===== config.mk =====
export PLATFORM = sky130hd
export DESIGN_NAME = twmtc_top
export DESIGN_NICKNAME = d
export VERILOG_FILES = /design/src/rtl/twmtc_pkg.sv /design/src/rtl/twmtc_top.sv /design/src/rtl/twmtc_fifo.sv
export SDC_FILE = /design/constraint.sdc
export NUM_CORES = 1
export LEC_CHECK = 0
export ABC_AREA = 1
export BUFFER_PORTS_ARGS = -buffer_cell sky130_fd_sc_hd__buf_2
export CAP_MARGIN = 30
export CELL_PAD_IN_SITES_DETAIL_PLACEMENT = 1
export CELL_PAD_IN_SITES_GLOBAL_PLACEMENT = 1
export CORE_ASPECT_RATIO = 0.5
export CORE_UTILIZATION = 44
export CTS_CLUSTER_DIAMETER = 40
export CTS_CLUSTER_SIZE = 20
export DETAILED_ROUTE_END_ITERATION = 10
export PLACE_DENSITY = 0.75
export SLEW_MARGIN = 40
export SYNTH_ARGS = -nofsm -noshare
export SYNTH_HDL_FRONTEND = slang
export SYNTH_SLANG_ARGS = --single-unit

===== constraint.sdc =====
create_clock -name MCLK_IN -period 3.7 [get_ports MCLK_IN]
set_clock_uncertainty 0.2 [all_clocks]
set_input_delay 1.11 -clock MCLK_IN [delete_from_list [all_inputs] [get_ports MCLK_IN]]
set_output_delay 1.11 -clock MCLK_IN [all_outputs]
set_load 0.02 [all_outputs]

===== src/rtl/twmtc_pkg.sv =====
// shared constants for the two-wire master transmitter controller
package twmtc_pkg;

  // ---------------------------------------------------------------
  // special function register addresses
  // ---------------------------------------------------------------
  localparam logic [7:0] BCR_ADDR = 8'hA0;
  localparam logic [7:0] SBR_ADDR = 8'hA1;
  localparam logic [7:0] CRR_ADDR = 8'hA2;
  localparam logic [7:0] OAR_ADDR = 8'hA3;

  // ---------------------------------------------------------------
  // bus_control_reg fields
  // ---------------------------------------------------------------
  localparam int BCR_RATE2 = 7;
  localparam int BCR_EN    = 6;
  localparam int BCR_BEGIN = 5;
  localparam int BCR_END   = 4;
  localparam int BCR_FLAG  = 3;
  localparam int BCR_ACK   = 2;
  localparam int BCR_RATE1 = 1;
  localparam int BCR_RATE0 = 0;

  // ---------------------------------------------------------------
  // code_and_rate_reg write fields and read mask, own_address_reg fields
  // ---------------------------------------------------------------
  localparam int CRR_SEL     = 0;
  localparam int CRR_EXT     = 1;
  localparam int OAR_BCAST   = 0;
  localparam logic [7:0] CODE_MASK = 8'hF8;

  // ---------------------------------------------------------------
  // reset values
  // ---------------------------------------------------------------
  localparam logic [7:0] BCR_RST = 8'h00;
  localparam logic [7:0] SBR_RST = 8'h00;
  localparam logic [1:0] CRR_RST = 2'h1;
  localparam logic [7:0] OAR_RST = 8'h00;

  // ---------------------------------------------------------------
  // state codes
  // ---------------------------------------------------------------
  localparam logic [7:0] ST_BUS_ERR   = 8'h00;
  localparam logic [7:0] ST_START     = 8'h08;
  localparam logic [7:0] ST_RSTART    = 8'h10;
  localparam logic [7:0] ST_ADDR_ACK  = 8'h18;
  localparam logic [7:0] ST_ADDR_NACK = 8'h20;
  localparam logic [7:0] ST_DATA_ACK  = 8'h28;
  localparam logic [7:0] ST_DATA_NACK = 8'h30;
  localparam logic [7:0] ST_ARB_LOST  = 8'h38;
  localparam logic [7:0] ST_NONE      = 8'hF8;

  // ---------------------------------------------------------------
  // bit timing: each bit is four quarter ticks
  // ---------------------------------------------------------------
  localparam int CLK_HZ      = 50_000_000;
  localparam int MAX_BPS     = 400_000;
  localparam int BIT_DIV_R0  = 256;
  localparam int BIT_DIV_R1  = 224;
  localparam int BIT_DIV_R2  = 192;
  localparam int BIT_DIV_R3  = 160;
  localparam int BIT_DIV_R5  = 120;
  localparam int BIT_DIV_R6  = 60;
  localparam int BIT_DIV_T1  = 96;
  localparam logic [12:0] QTR_R0 = 13'(BIT_DIV_R0 / 4);
  localparam logic [12:0] QTR_R1 = 13'(BIT_DIV_R1 / 4);
  localparam logic [12:0] QTR_R2 = 13'(BIT_DIV_R2 / 4);
  localparam logic [12:0] QTR_R3 = 13'(BIT_DIV_R3 / 4);
  localparam logic [12:0] QTR_R5 = 13'(BIT_DIV_R5 / 4);
  localparam logic [12:0] QTR_R6 = 13'(BIT_DIV_R6 / 4);
  localparam logic [12:0] QTR_T1 = 13'(BIT_DIV_T1 / 4);
  localparam logic [8:0]  T1_SPAN = 9'h100;
  // least quarter period that keeps the bus at or below the top rate
  localparam logic [12:0] MIN_QTR_CYC =
    13'((CLK_HZ + 4 * MAX_BPS - 1) / (4 * MAX_BPS));

endpackage : twmtc_pkg


===== src/rtl/twmtc_top.sv =====
// two-wire master transmitter controller with cpu register port
`timescale 1ns/10ps
module twmtc_top (
  input  wire logic       MCLK_IN,
  input  wire logic       SYS_RST_IN,
  input  wire logic [7:0] SFR_ADDR_IN,
  input  wire logic       SFR_WR_IN,
  input  wire logic [7:0] SFR_WDATA_IN,
  output logic      [7:0] SFR_RDATA_OUT,
  output logic            SERIAL_IRQ_OUT,
  input  wire logic [7:0] T1_RELOAD_IN,
  input  wire logic       EXT_TICK_IN,
  input  wire logic       SCL_IN,
  input  wire logic       SDA_IN,
  output logic            SCL_OUT,
  output logic            SCL_OE_OUT,
  output logic            SDA_OUT,
  output logic            SDA_OE_OUT,
  output logic      [7:0] CAP_DATA_OUT,
  output logic            CAP_VALID_OUT,
  input  wire logic       CAP_READY_IN
);

  // ---------------------------------------------------------------
  // types and storage
  // ---------------------------------------------------------------
  typedef enum logic [6:0] {
    S_IDLE  = 7'b000_0001,
    S_WAIT  = 7'b000_0010,
    S_START = 7'b000_0100,
    S_BIT   = 7'b000_1000,
    S_HOLD  = 7'b001_0000,
    S_STOP  = 7'b010_0000,
    S_FREE  = 7'b100_0000
  } twmtc_state_e;

  twmtc_state_e state_q;
  logic [7:0]   bcr_q;
  logic [7:0]   shift_q;
  logic [1:0]   crr_q;
  logic [7:0]   oar_q;
  logic [7:0]   code_q;
  logic [7:0]   status_q;
  logic [1:0]   phase_q;
  logic [3:0]   bitn_q;
  logic         first_q;
  logic         rep_q;
  logic         ack_q;
  logic         scl_drv_q;
  logic         sda_drv_q;
  logic         scl_prev_q;
  logic         sda_prev_q;
  logic         busy_q;
  logic [12:0]  qcnt_q;
  logic         irq_q;
  logic [7:0]   rdata_q;
  logic         pins_q;

  logic         active;
  logic         flag;
  logic         tick;
  logic [12:0]  qdiv;
  logic [8:0]   t1_span;
  logic         start_det;
  logic         stop_det;
  logic         si_set;
  logic [7:0]   si_code;
  logic         end_clr;
  logic         push_valid;
  logic         push_ready;
  logic         wr_bcr;

  assign flag   = bcr_q[twmtc_pkg::BCR_FLAG];
  assign active = bcr_q[twmtc_pkg::BCR_EN] && crr_q[twmtc_pkg::CRR_SEL];
  assign wr_bcr = SFR_WR_IN && (SFR_ADDR_IN == twmtc_pkg::BCR_ADDR);

  // ---------------------------------------------------------------
  // bit rate: quarter tick generator
  // ---------------------------------------------------------------
  assign t1_span = 9'(twmtc_pkg::T1_SPAN - {1'b0, T1_RELOAD_IN});

  always_comb begin
    case ({bcr_q[twmtc_pkg::BCR_RATE2], bcr_q[twmtc_pkg::BCR_RATE1],
           bcr_q[twmtc_pkg::BCR_RATE0]})
      3'd0:    qdiv = twmtc_pkg::QTR_R0;
      3'd1:    qdiv = twmtc_pkg::QTR_R1;
      3'd2:    qdiv = twmtc_pkg::QTR_R2;
      3'd3:    qdiv = twmtc_pkg::QTR_R3;
      3'd5:    qdiv = twmtc_pkg::QTR_R5;
      3'd6:    qdiv = twmtc_pkg::QTR_R6;
      3'd7:    qdiv = 13'(twmtc_pkg::QTR_T1 * {4'h0, t1_span});
      default: qdiv = twmtc_pkg::QTR_R0;
    endcase
  end

  // external source replaces the rate bits; floor keeps 400 kbit/s
  assign tick = (crr_q[twmtc_pkg::CRR_EXT] ? EXT_TICK_IN
                 : (qcnt_q >= qdiv - 13'd1))
                && (qcnt_q >= twmtc_pkg::MIN_QTR_CYC - 13'd1);

  always_ff @(posedge MCLK_IN or posedge SYS_RST_IN) begin
    if (SYS_RST_IN) begin
      qcnt_q <= '0;
    end else if (tick) begin
      qcnt_q <= '0;
    end else if (qcnt_q != 13'h1FFF) begin
      qcnt_q <= qcnt_q + 13'd1;
    end
  end

  // ---------------------------------------------------------------
  // bus monitor: conditions and busy
  // ---------------------------------------------------------------
  assign start_det = scl_prev_q && SCL_IN && sda_prev_q && !SDA_IN;
  assign stop_det  = scl_prev_q && SCL_IN && !sda_prev_q && SDA_IN;

  always_ff @(posedge MCLK_IN or posedge SYS_RST_IN) begin
    if (SYS_RST_IN) begin
      scl_prev_q <= 1'b1;
      sda_prev_q <= 1'b1;
      busy_q     <= 1'b0;
    end else begin
      scl_prev_q <= SCL_IN;
      sda_prev_q <= SDA_IN;
      if (start_det) begin
        busy_q <= 1'b1;
      end else if (stop_det) begin
        busy_q <= 1'b0;
      end
    end
  end

  // ---------------------------------------------------------------
  // transfer engine
  // ---------------------------------------------------------------
  assign push_valid = (state_q == S_BIT) && (bitn_q == 4'd8)
                      && (phase_q == 2'd3) && tick;

  always_ff @(posedge MCLK_IN or posedge SYS_RST_IN) begin
    if (SYS_RST_IN) begin
      state_q   <= S_IDLE;
      phase_q   <= 2'd0;
      bitn_q    <= 4'd0;
      first_q   <= 1'b0;
      rep_q     <= 1'b0;
      ack_q     <= 1'b1;
      scl_drv_q <= 1'b0;
      sda_drv_q <= 1'b0;
      si_set    <= 1'b0;
      si_code   <= twmtc_pkg::ST_NONE;
      end_clr   <= 1'b0;
    end else begin
      si_set  <= 1'b0;
      end_clr <= 1'b0;
      if (!active) begin
        state_q   <= S_IDLE;
        scl_drv_q <= 1'b0;
        sda_drv_q <= 1'b0;
      end else begin
        case (state_q)
          S_IDLE: begin
            scl_drv_q <= 1'b0;
            sda_drv_q <= 1'b0;
            if (bcr_q[twmtc_pkg::BCR_BEGIN] && !flag) begin
              state_q <= S_WAIT;
            end
          end
          S_WAIT: begin
            if (tick && !busy_q && SCL_IN && SDA_IN) begin
              sda_drv_q <= 1'b1;
              rep_q     <= 1'b0;
              phase_q   <= 2'd3;
              state_q   <= S_START;
            end
          end
          S_START: begin
            if (tick && (phase_q != 2'd2 || SCL_IN)) begin
              phase_q <= phase_q + 2'd1;
              case (phase_q)
                2'd0:    sda_drv_q <= 1'b0;
                2'd1:    scl_drv_q <= 1'b0;
                2'd2:    sda_drv_q <= 1'b1;
                default: begin
                  scl_drv_q <= 1'b1;
                  first_q   <= 1'b1;
                  si_set    <= 1'b1;
                  si_code   <= rep_q ? twmtc_pkg::ST_RSTART
                                     : twmtc_pkg::ST_START;
                  state_q   <= S_HOLD;
                end
              endcase
            end
          end
          S_BIT: begin
            if ((start_det || stop_det) && phase_q != 2'd0) begin
              si_set    <= 1'b1;
              si_code   <= twmtc_pkg::ST_BUS_ERR;
              scl_drv_q <= 1'b0;
              sda_drv_q <= 1'b0;
              state_q   <= S_FREE;
            end else if (tick && (phase_q != 2'd2 || SCL_IN)) begin
              phase_q <= phase_q + 2'd1;
              case (phase_q)
                2'd0: begin
                  // address direction bit and data go out as stored
                  sda_drv_q <= (bitn_q != 4'd8) && !shift_q[7];
                end
                2'd1: scl_drv_q <= 1'b0;
                2'd2: begin
                  if (bitn_q == 4'd8) begin
                    ack_q <= SDA_IN;
                  end else if (shift_q[7] && !SDA_IN) begin
                    si_set    <= 1'b1;
                    si_code   <= twmtc_pkg::ST_ARB_LOST;
                    scl_drv_q <= 1'b0;
                    sda_drv_q <= 1'b0;
                    state_q   <= S_FREE;
                  end
                end
                default: begin
                  scl_drv_q <= 1'b1;
                  if (bitn_q != 4'd8) begin
                    bitn_q <= bitn_q + 4'd1;
                  end else if (!push_ready) begin
                    phase_q <= 2'd3;
                  end else begin
                    sda_drv_q <= 1'b0;
                    si_set    <= 1'b1;
                    first_q   <= 1'b0;
                    state_q   <= S_HOLD;
                    if (first_q) begin
                      si_code <= ack_q ? twmtc_pkg::ST_ADDR_NACK
                                       : twmtc_pkg::ST_ADDR_ACK;
                    end else begin
                      si_code <= ack_q ? twmtc_pkg::ST_DATA_NACK
                                       : twmtc_pkg::ST_DATA_ACK;
                    end
                  end
                end
              endcase
            end
          end
          S_HOLD: begin
            // clock is held low until the flag is cleared
            if (!flag && !si_set) begin
              phase_q <= 2'd0;
              if (bcr_q[twmtc_pkg::BCR_END]) begin
                state_q <= S_STOP;
              end else if (bcr_q[twmtc_pkg::BCR_BEGIN]) begin
                rep_q   <= 1'b1;
                state_q <= S_START;
              end else begin
                bitn_q  <= 4'd0;
                state_q <= S_BIT;
              end
            end
          end
          S_STOP: begin
            if (tick && (phase_q != 2'd2 || SCL_IN)) begin
              phase_q <= phase_q + 2'd1;
              case (phase_q)
                2'd0:    sda_drv_q <= 1'b1;
                2'd1:    scl_drv_q <= 1'b0;
                2'd2:    sda_drv_q <= 1'b0;
                default: begin
                  end_clr <= 1'b1;
                  state_q <= S_IDLE;
                end
              endcase
            end
          end
          S_FREE: begin
            scl_drv_q <= 1'b0;
            sda_drv_q <= 1'b0;
            if (!flag && !si_set) begin
              end_clr <= bcr_q[twmtc_pkg::BCR_END];
              state_q <= S_IDLE;
            end
          end
          default: state_q <= S_IDLE;
        endcase
      end
    end
  end

  // ---------------------------------------------------------------
  // bus_control_reg
  // ---------------------------------------------------------------
  always_ff @(posedge MCLK_IN or posedge SYS_RST_IN) begin
    if (SYS_RST_IN) begin
      bcr_q <= twmtc_pkg::BCR_RST;
    end else begin
      if (end_clr) begin
        bcr_q[twmtc_pkg::BCR_END] <= 1'b0;
      end
      if (wr_bcr) begin
        // software only clears the flag; end write beats hw clear
        bcr_q[7:4] <= SFR_WDATA_IN[7:4];
        bcr_q[2:0] <= SFR_WDATA_IN[2:0];
        if (!SFR_WDATA_IN[twmtc_pkg::BCR_FLAG]) begin
          bcr_q[twmtc_pkg::BCR_FLAG] <= 1'b0;
        end
      end
      if (si_set) begin
        bcr_q[twmtc_pkg::BCR_FLAG] <= 1'b1;
      end
    end
  end

  // ---------------------------------------------------------------
  // shift_byte_reg
  // ---------------------------------------------------------------
  always_ff @(posedge MCLK_IN or posedge SYS_RST_IN) begin
    if (SYS_RST_IN) begin
      shift_q <= twmtc_pkg::SBR_RST;
    end else if (state_q == S_BIT && phase_q == 2'd2 && tick && SCL_IN
                 && bitn_q != 4'd8 && !flag) begin
      shift_q <= {shift_q[6:0], SDA_IN};
    end else if (SFR_WR_IN && SFR_ADDR_IN == twmtc_pkg::SBR_ADDR
                 && flag) begin
      shift_q <= SFR_WDATA_IN;
    end
  end

  // ---------------------------------------------------------------
  // code_and_rate_reg, own_address_reg, status
  // ---------------------------------------------------------------
  always_ff @(posedge MCLK_IN or posedge SYS_RST_IN) begin
    if (SYS_RST_IN) begin
      crr_q <= twmtc_pkg::CRR_RST;
      oar_q <= twmtc_pkg::OAR_RST;
    end else begin
      if (SFR_WR_IN && SFR_ADDR_IN == twmtc_pkg::CRR_ADDR) begin
        crr_q <= SFR_WDATA_IN[1:0];
      end
      if (SFR_WR_IN && SFR_ADDR_IN == twmtc_pkg::OAR_ADDR) begin
        oar_q <= SFR_WDATA_IN;
      end
    end
  end

  always_ff @(posedge MCLK_IN or posedge SYS_RST_IN) begin
    if (SYS_RST_IN) begin
      code_q   <= twmtc_pkg::ST_NONE;
      status_q <= twmtc_pkg::ST_NONE;
    end else begin
      if (si_set) begin
        code_q <= si_code;
      end
      // one cycle behind the flag in both directions
      status_q <= flag ? code_q : twmtc_pkg::ST_NONE;
    end
  end

  // ---------------------------------------------------------------
  // read port, interrupt request and pins
  // ---------------------------------------------------------------
  always_ff @(posedge MCLK_IN or posedge SYS_RST_IN) begin
    if (SYS_RST_IN) begin
      rdata_q <= 8'h00;
    end else begin
      case (SFR_ADDR_IN)
        twmtc_pkg::BCR_ADDR: rdata_q <= bcr_q;
        twmtc_pkg::SBR_ADDR: rdata_q <= shift_q;
        twmtc_pkg::CRR_ADDR: begin
          rdata_q <= status_q & twmtc_pkg::CODE_MASK;
        end
        twmtc_pkg::OAR_ADDR: rdata_q <= oar_q;
        default:             rdata_q <= 8'h00;
      endcase
    end
  end

  always_ff @(posedge MCLK_IN or posedge SYS_RST_IN) begin
    if (SYS_RST_IN) begin
      irq_q  <= 1'b0;
      pins_q <= 1'b0;
    end else begin
      irq_q  <= flag && (code_q != twmtc_pkg::ST_NONE);
      pins_q <= 1'b0;
    end
  end

  assign SFR_RDATA_OUT  = rdata_q;
  assign SERIAL_IRQ_OUT = irq_q;
  assign SCL_OUT        = pins_q;
  assign SDA_OUT        = pins_q;
  assign SCL_OE_OUT     = scl_drv_q;
  assign SDA_OE_OUT     = sda_drv_q;

  // ---------------------------------------------------------------
  // capture fifo of bytes seen on the bus
  // ---------------------------------------------------------------
  twmtc_fifo #(
    .W     (8),
    .DEPTH (16)
  ) u_fifo (
    .clk_in        (MCLK_IN),
    .rst_in        (SYS_RST_IN),
    .in_valid_in   (push_valid),
    .in_ready_out  (push_ready),
    .in_data_in    (shift_q),
    .out_valid_out (CAP_VALID_OUT),
    .out_ready_in  (CAP_READY_IN),
    .out_data_out  (CAP_DATA_OUT)
  );

endmodule : twmtc_top


===== src/rtl/twmtc_fifo.sv =====
// byte fifo with registered read data
`timescale 1ns/10ps
module twmtc_fifo #(
  parameter int W     = 8,
  parameter int DEPTH = 16
) (
  input  wire logic         clk_in,
  input  wire logic         rst_in,
  input  wire logic         in_valid_in,
  output logic              in_ready_out,
  input  wire logic [W-1:0] in_data_in,
  output logic              out_valid_out,
  input  wire logic         out_ready_in,
  output logic [W-1:0]      out_data_out
);
  localparam int AW = $clog2(DEPTH);

  logic [W-1:0] mem_q [DEPTH];
  logic [AW:0]  wr_q;
  logic [AW:0]  rd_q;
  logic         empty;
  logic         full;
  logic         push;
  logic         pop;

  assign empty        = (wr_q == rd_q);
  assign full         = (wr_q[AW] != rd_q[AW])
                        && (wr_q[AW-1:0] == rd_q[AW-1:0]);
  assign in_ready_out = !full;
  assign push         = in_valid_in && !full;
  assign pop          = !empty && (!out_valid_out || out_ready_in);

  always_ff @(posedge clk_in) begin
    if (push) begin
      mem_q[wr_q[AW-1:0]] <= in_data_in;
    end
  end

  always_ff @(posedge clk_in or posedge rst_in) begin
    if (rst_in) begin
      wr_q <= '0;
      rd_q <= '0;
    end else begin
      if (push) begin
        wr_q <= wr_q + 1'b1;
      end
      if (pop) begin
        rd_q <= rd_q + 1'b1;
      end
    end
  end

  always_ff @(posedge clk_in or posedge rst_in) begin
    if (rst_in) begin
      out_valid_out <= 1'b0;
      out_data_out  <= '0;
    end else if (pop) begin
      out_valid_out <= 1'b1;
      out_data_out  <= mem_q[rd_q[AW-1:0]];
    end else if (out_ready_in) begin
      out_valid_out <= 1'b0;
    end
  end

endmodule : twmtc_fifo


==> impl_metrics.ini <==
[global_routing]
antenna_found_initial = 0
grt_max_degree = 66
grt_pass1_vias = 10900
gr-total-overflow = 0
grt_usage_pct = 27.6
grt_pass1_wl_um = 59700

[cts]
htreeDepth = 1
cts_buffer_depth = 3
tritoncts.num_buffers = 26
tritoncts = built
clock_sinks = 230
clk-insertion-delay-late_ps = 550
cts_hold_buf = 0
clk_pin_slew_ps = 70
cts_root_buffer = clkbuf_16

[die]
die_area_mm2 = 0.0277
core-area_mm2 = 0.0265
pin_count = 53
initial_core_util_pct = 44.8
die_w_um = 234
die_h_um = 118
num_rows = 42

[setup_path]
crit_path_max_incr_delay_ps = 380
slowest_stage = fa_2
rrSetupSlack_ps = -470
critPathLaunch = T1_RELOAD_IN[0]
end_kind = flip-flop
regToRegStartpoint = bcr_q[1]
startpoint_type = input port
cp.required_ps = 3920
crit_type = in2reg
cp_max_fo = 7
critical_path_arrival_ps = 5020

[logic_synthesis]
synth_xor_area_share_pct = 1.70
synth.area.mux_share_pct = 0.0948
synth.distinct_cells = 58
synthTopCellsByArea = edfxtp_1 32%, dfrtp_1 18%, nand2_1 6.9%
yosys.area_share.adder_pct = 4.07
ys_seq_elements = 230
synth_area_mm2 = 0.0119
synth_compound_area_share_pct = 12.3
synth_top_family_by_area = simple AND/OR/NAND/NOR gates
synth-main-ff-cell = edfxtp_1
synth_top_area_share_pct = 32.4
synth-simple-area-share_pct = 21.9
synth-edff-count = 128
ys_seq_area_share_pct = 54.0
syn-instance-count = 1250
async_flop_share_pct = 44.3
yosys_warnings = 0
synth_area_leader_cell = edfxtp_1
syn_avg_cell_area_um2 = 9.50

[detailed_routing]
drc = 0
ant_nets = 0
routed_wl_um = 38400
vias = 10000
first_pass_iters = 5
wl_per_cell_um = 21.6
via_per_inst = 5.64
drt_iter0_drc = 587

[layout]
layout-drive-gt1-share_pct = 32.0
nets = 1479
final_cell_mix = 180 x nand2_1, 128 x edfxtp_1, 127 x nor2_1
fillers = 2931
layout_commonest_cell = nand2_1
diodes = 0
area.sequential_mm2 = 0.00642
multi_input_area_mm2 = 0.00564
finalCoreUtilization_pct = 58.0
syn_to_final_growth_pct = 29.5

[sta]
timing.fmax_mhz = 208
tightest_slew_ps = 867
drv_slew = 0
fin_crit_ps = 4800
relSlewSlack_pct = 42.2
tns_ps = -184460
holdWs_ps = 277
finalHoldViolCount = 0
rsz0062_at_grt = true
setup_viol = 178
fin_crit_sh_pct = 130
setup_ws_ps = -1100

[placed_design]
port_buffers = 50
place_congestion = 0.896
dp_hpwl_um = 24000

[job]
maxCapViolations = 0

[hold_path]
hp-start = code_q[3]
hold_class = reg2reg

[run_status]
outcome = finished, violations left
violations = setup timing

[pwr]
peakVddDrop_mv = 0.382
power.leakage_nw = 5.82
pwr_density_cell_mw_per_mm2 = 513
==> kinds of logic (layout without fill, tap and decap cells) <==
group | after synthesis | count (layout)
AND/OR/NAND/NOR | 541 | 542
other | 1 | 2
adder cells (fa/ha/maj) | 38 | 38
multiplexers | 1 | 1
XOR/XNOR | 23 | 23
flip-flops | 230 | 230
buffers and inverters | 181 | 359
AO/OA/AOI/OAI | 235 | 235
==> metrics by stage <==
step,setup slack [ps],power (mW),cell area (µm²),instances
2_1_floorplan,-1130,4.16,12100,1251
3_3_place_gp,-1430,4.73,13400,1702
3_5_place_dp,-1660,4.83,13400,1702
4_1_cts,-827,7.77,14900,1769
5_1_grt,-1300,8.21,15400,1782
6_report,-1100,7.89,15400,1782
==> final timing paths <==
kind	cells after the start	endpoint
min reg2reg	2	status_q[3]
min in group asynchronous	2	u_fifo.out_data_out[7]
min	2	status_q[3]
max reg2reg	28	state_q[2]
max in group asynchronous	4	si_code[4]
max	30	state_q[2]
==> repair_timing <==
action / CTS / global route
setup buffers: 19 / 16
pin swaps: 44 / 56
cloned: 2 / 0
resized for setup: 87 / 88
hold endpoints to repair: 0 / 0
setup endpoints to repair: 178 / 178
==> layer usage <==
metal  GRT usage, %  wire (µm)  up-vias
met5              0          0        -
met4           6.73        899        0
met3           3.57       1410       70
met2           49.1      19800      233
met1           35.5      16300     5140
li1               -          -     4603
==> final cells by class <==
cell class | instances | area share, %
clock buffer | 30 | 4.39
clock inverter | 18 | 1.54
inverter | 142 | 3.68
multi-input combinational | 841 | 36.7
sequential | 230 | 41.7
tap | 352 | 2.86
timing repair buffer | 169 | 9.11
==> Yosys cell counts, types with 21 or more instances <==
library cell	number
clkbuf_1	30
dfrtp_1	85
edfxtp_1	128
ha_1	37
inv_1	121
nand2_1	217
nand2_2	21
nand3_1	61
nor2_1	153
o21ai_0	114
o221ai_1	35
==> critical path: cells and delay by family <==
kind	cells	cell delay [ps]
buffers and inverters	8	770
and+or+nand+nor	16	1780
AOI/OAI and AO/OA	1	160
xor gates and xnor gates	2	310
adders and majority gates	3	850
==> sequential cells by signal, summed over array words and instances, names as in the netlist, 5 cells and up <==
register             count
u_fifo.out_data_out      8
u_fifo.mem_q           128
u_fifo.rd_q              5
qcnt_q                  13
shift_q                  8
SFR_RDATA_OUT            8
state_q                  7
u_fifo.wr_q              5
oar_q                    8
bcr_q                    8
==> power breakdown <==
part	internal, mW	leakage, nW	switching [mW]
Sequential	2.81	1.95	0.155
Clock	1.62	0.424	1.16
Combinational	0.733	3.44	1.42
Total	5.16	5.82	2.73
Note: power is estimated with default switching activity, not from simulation.
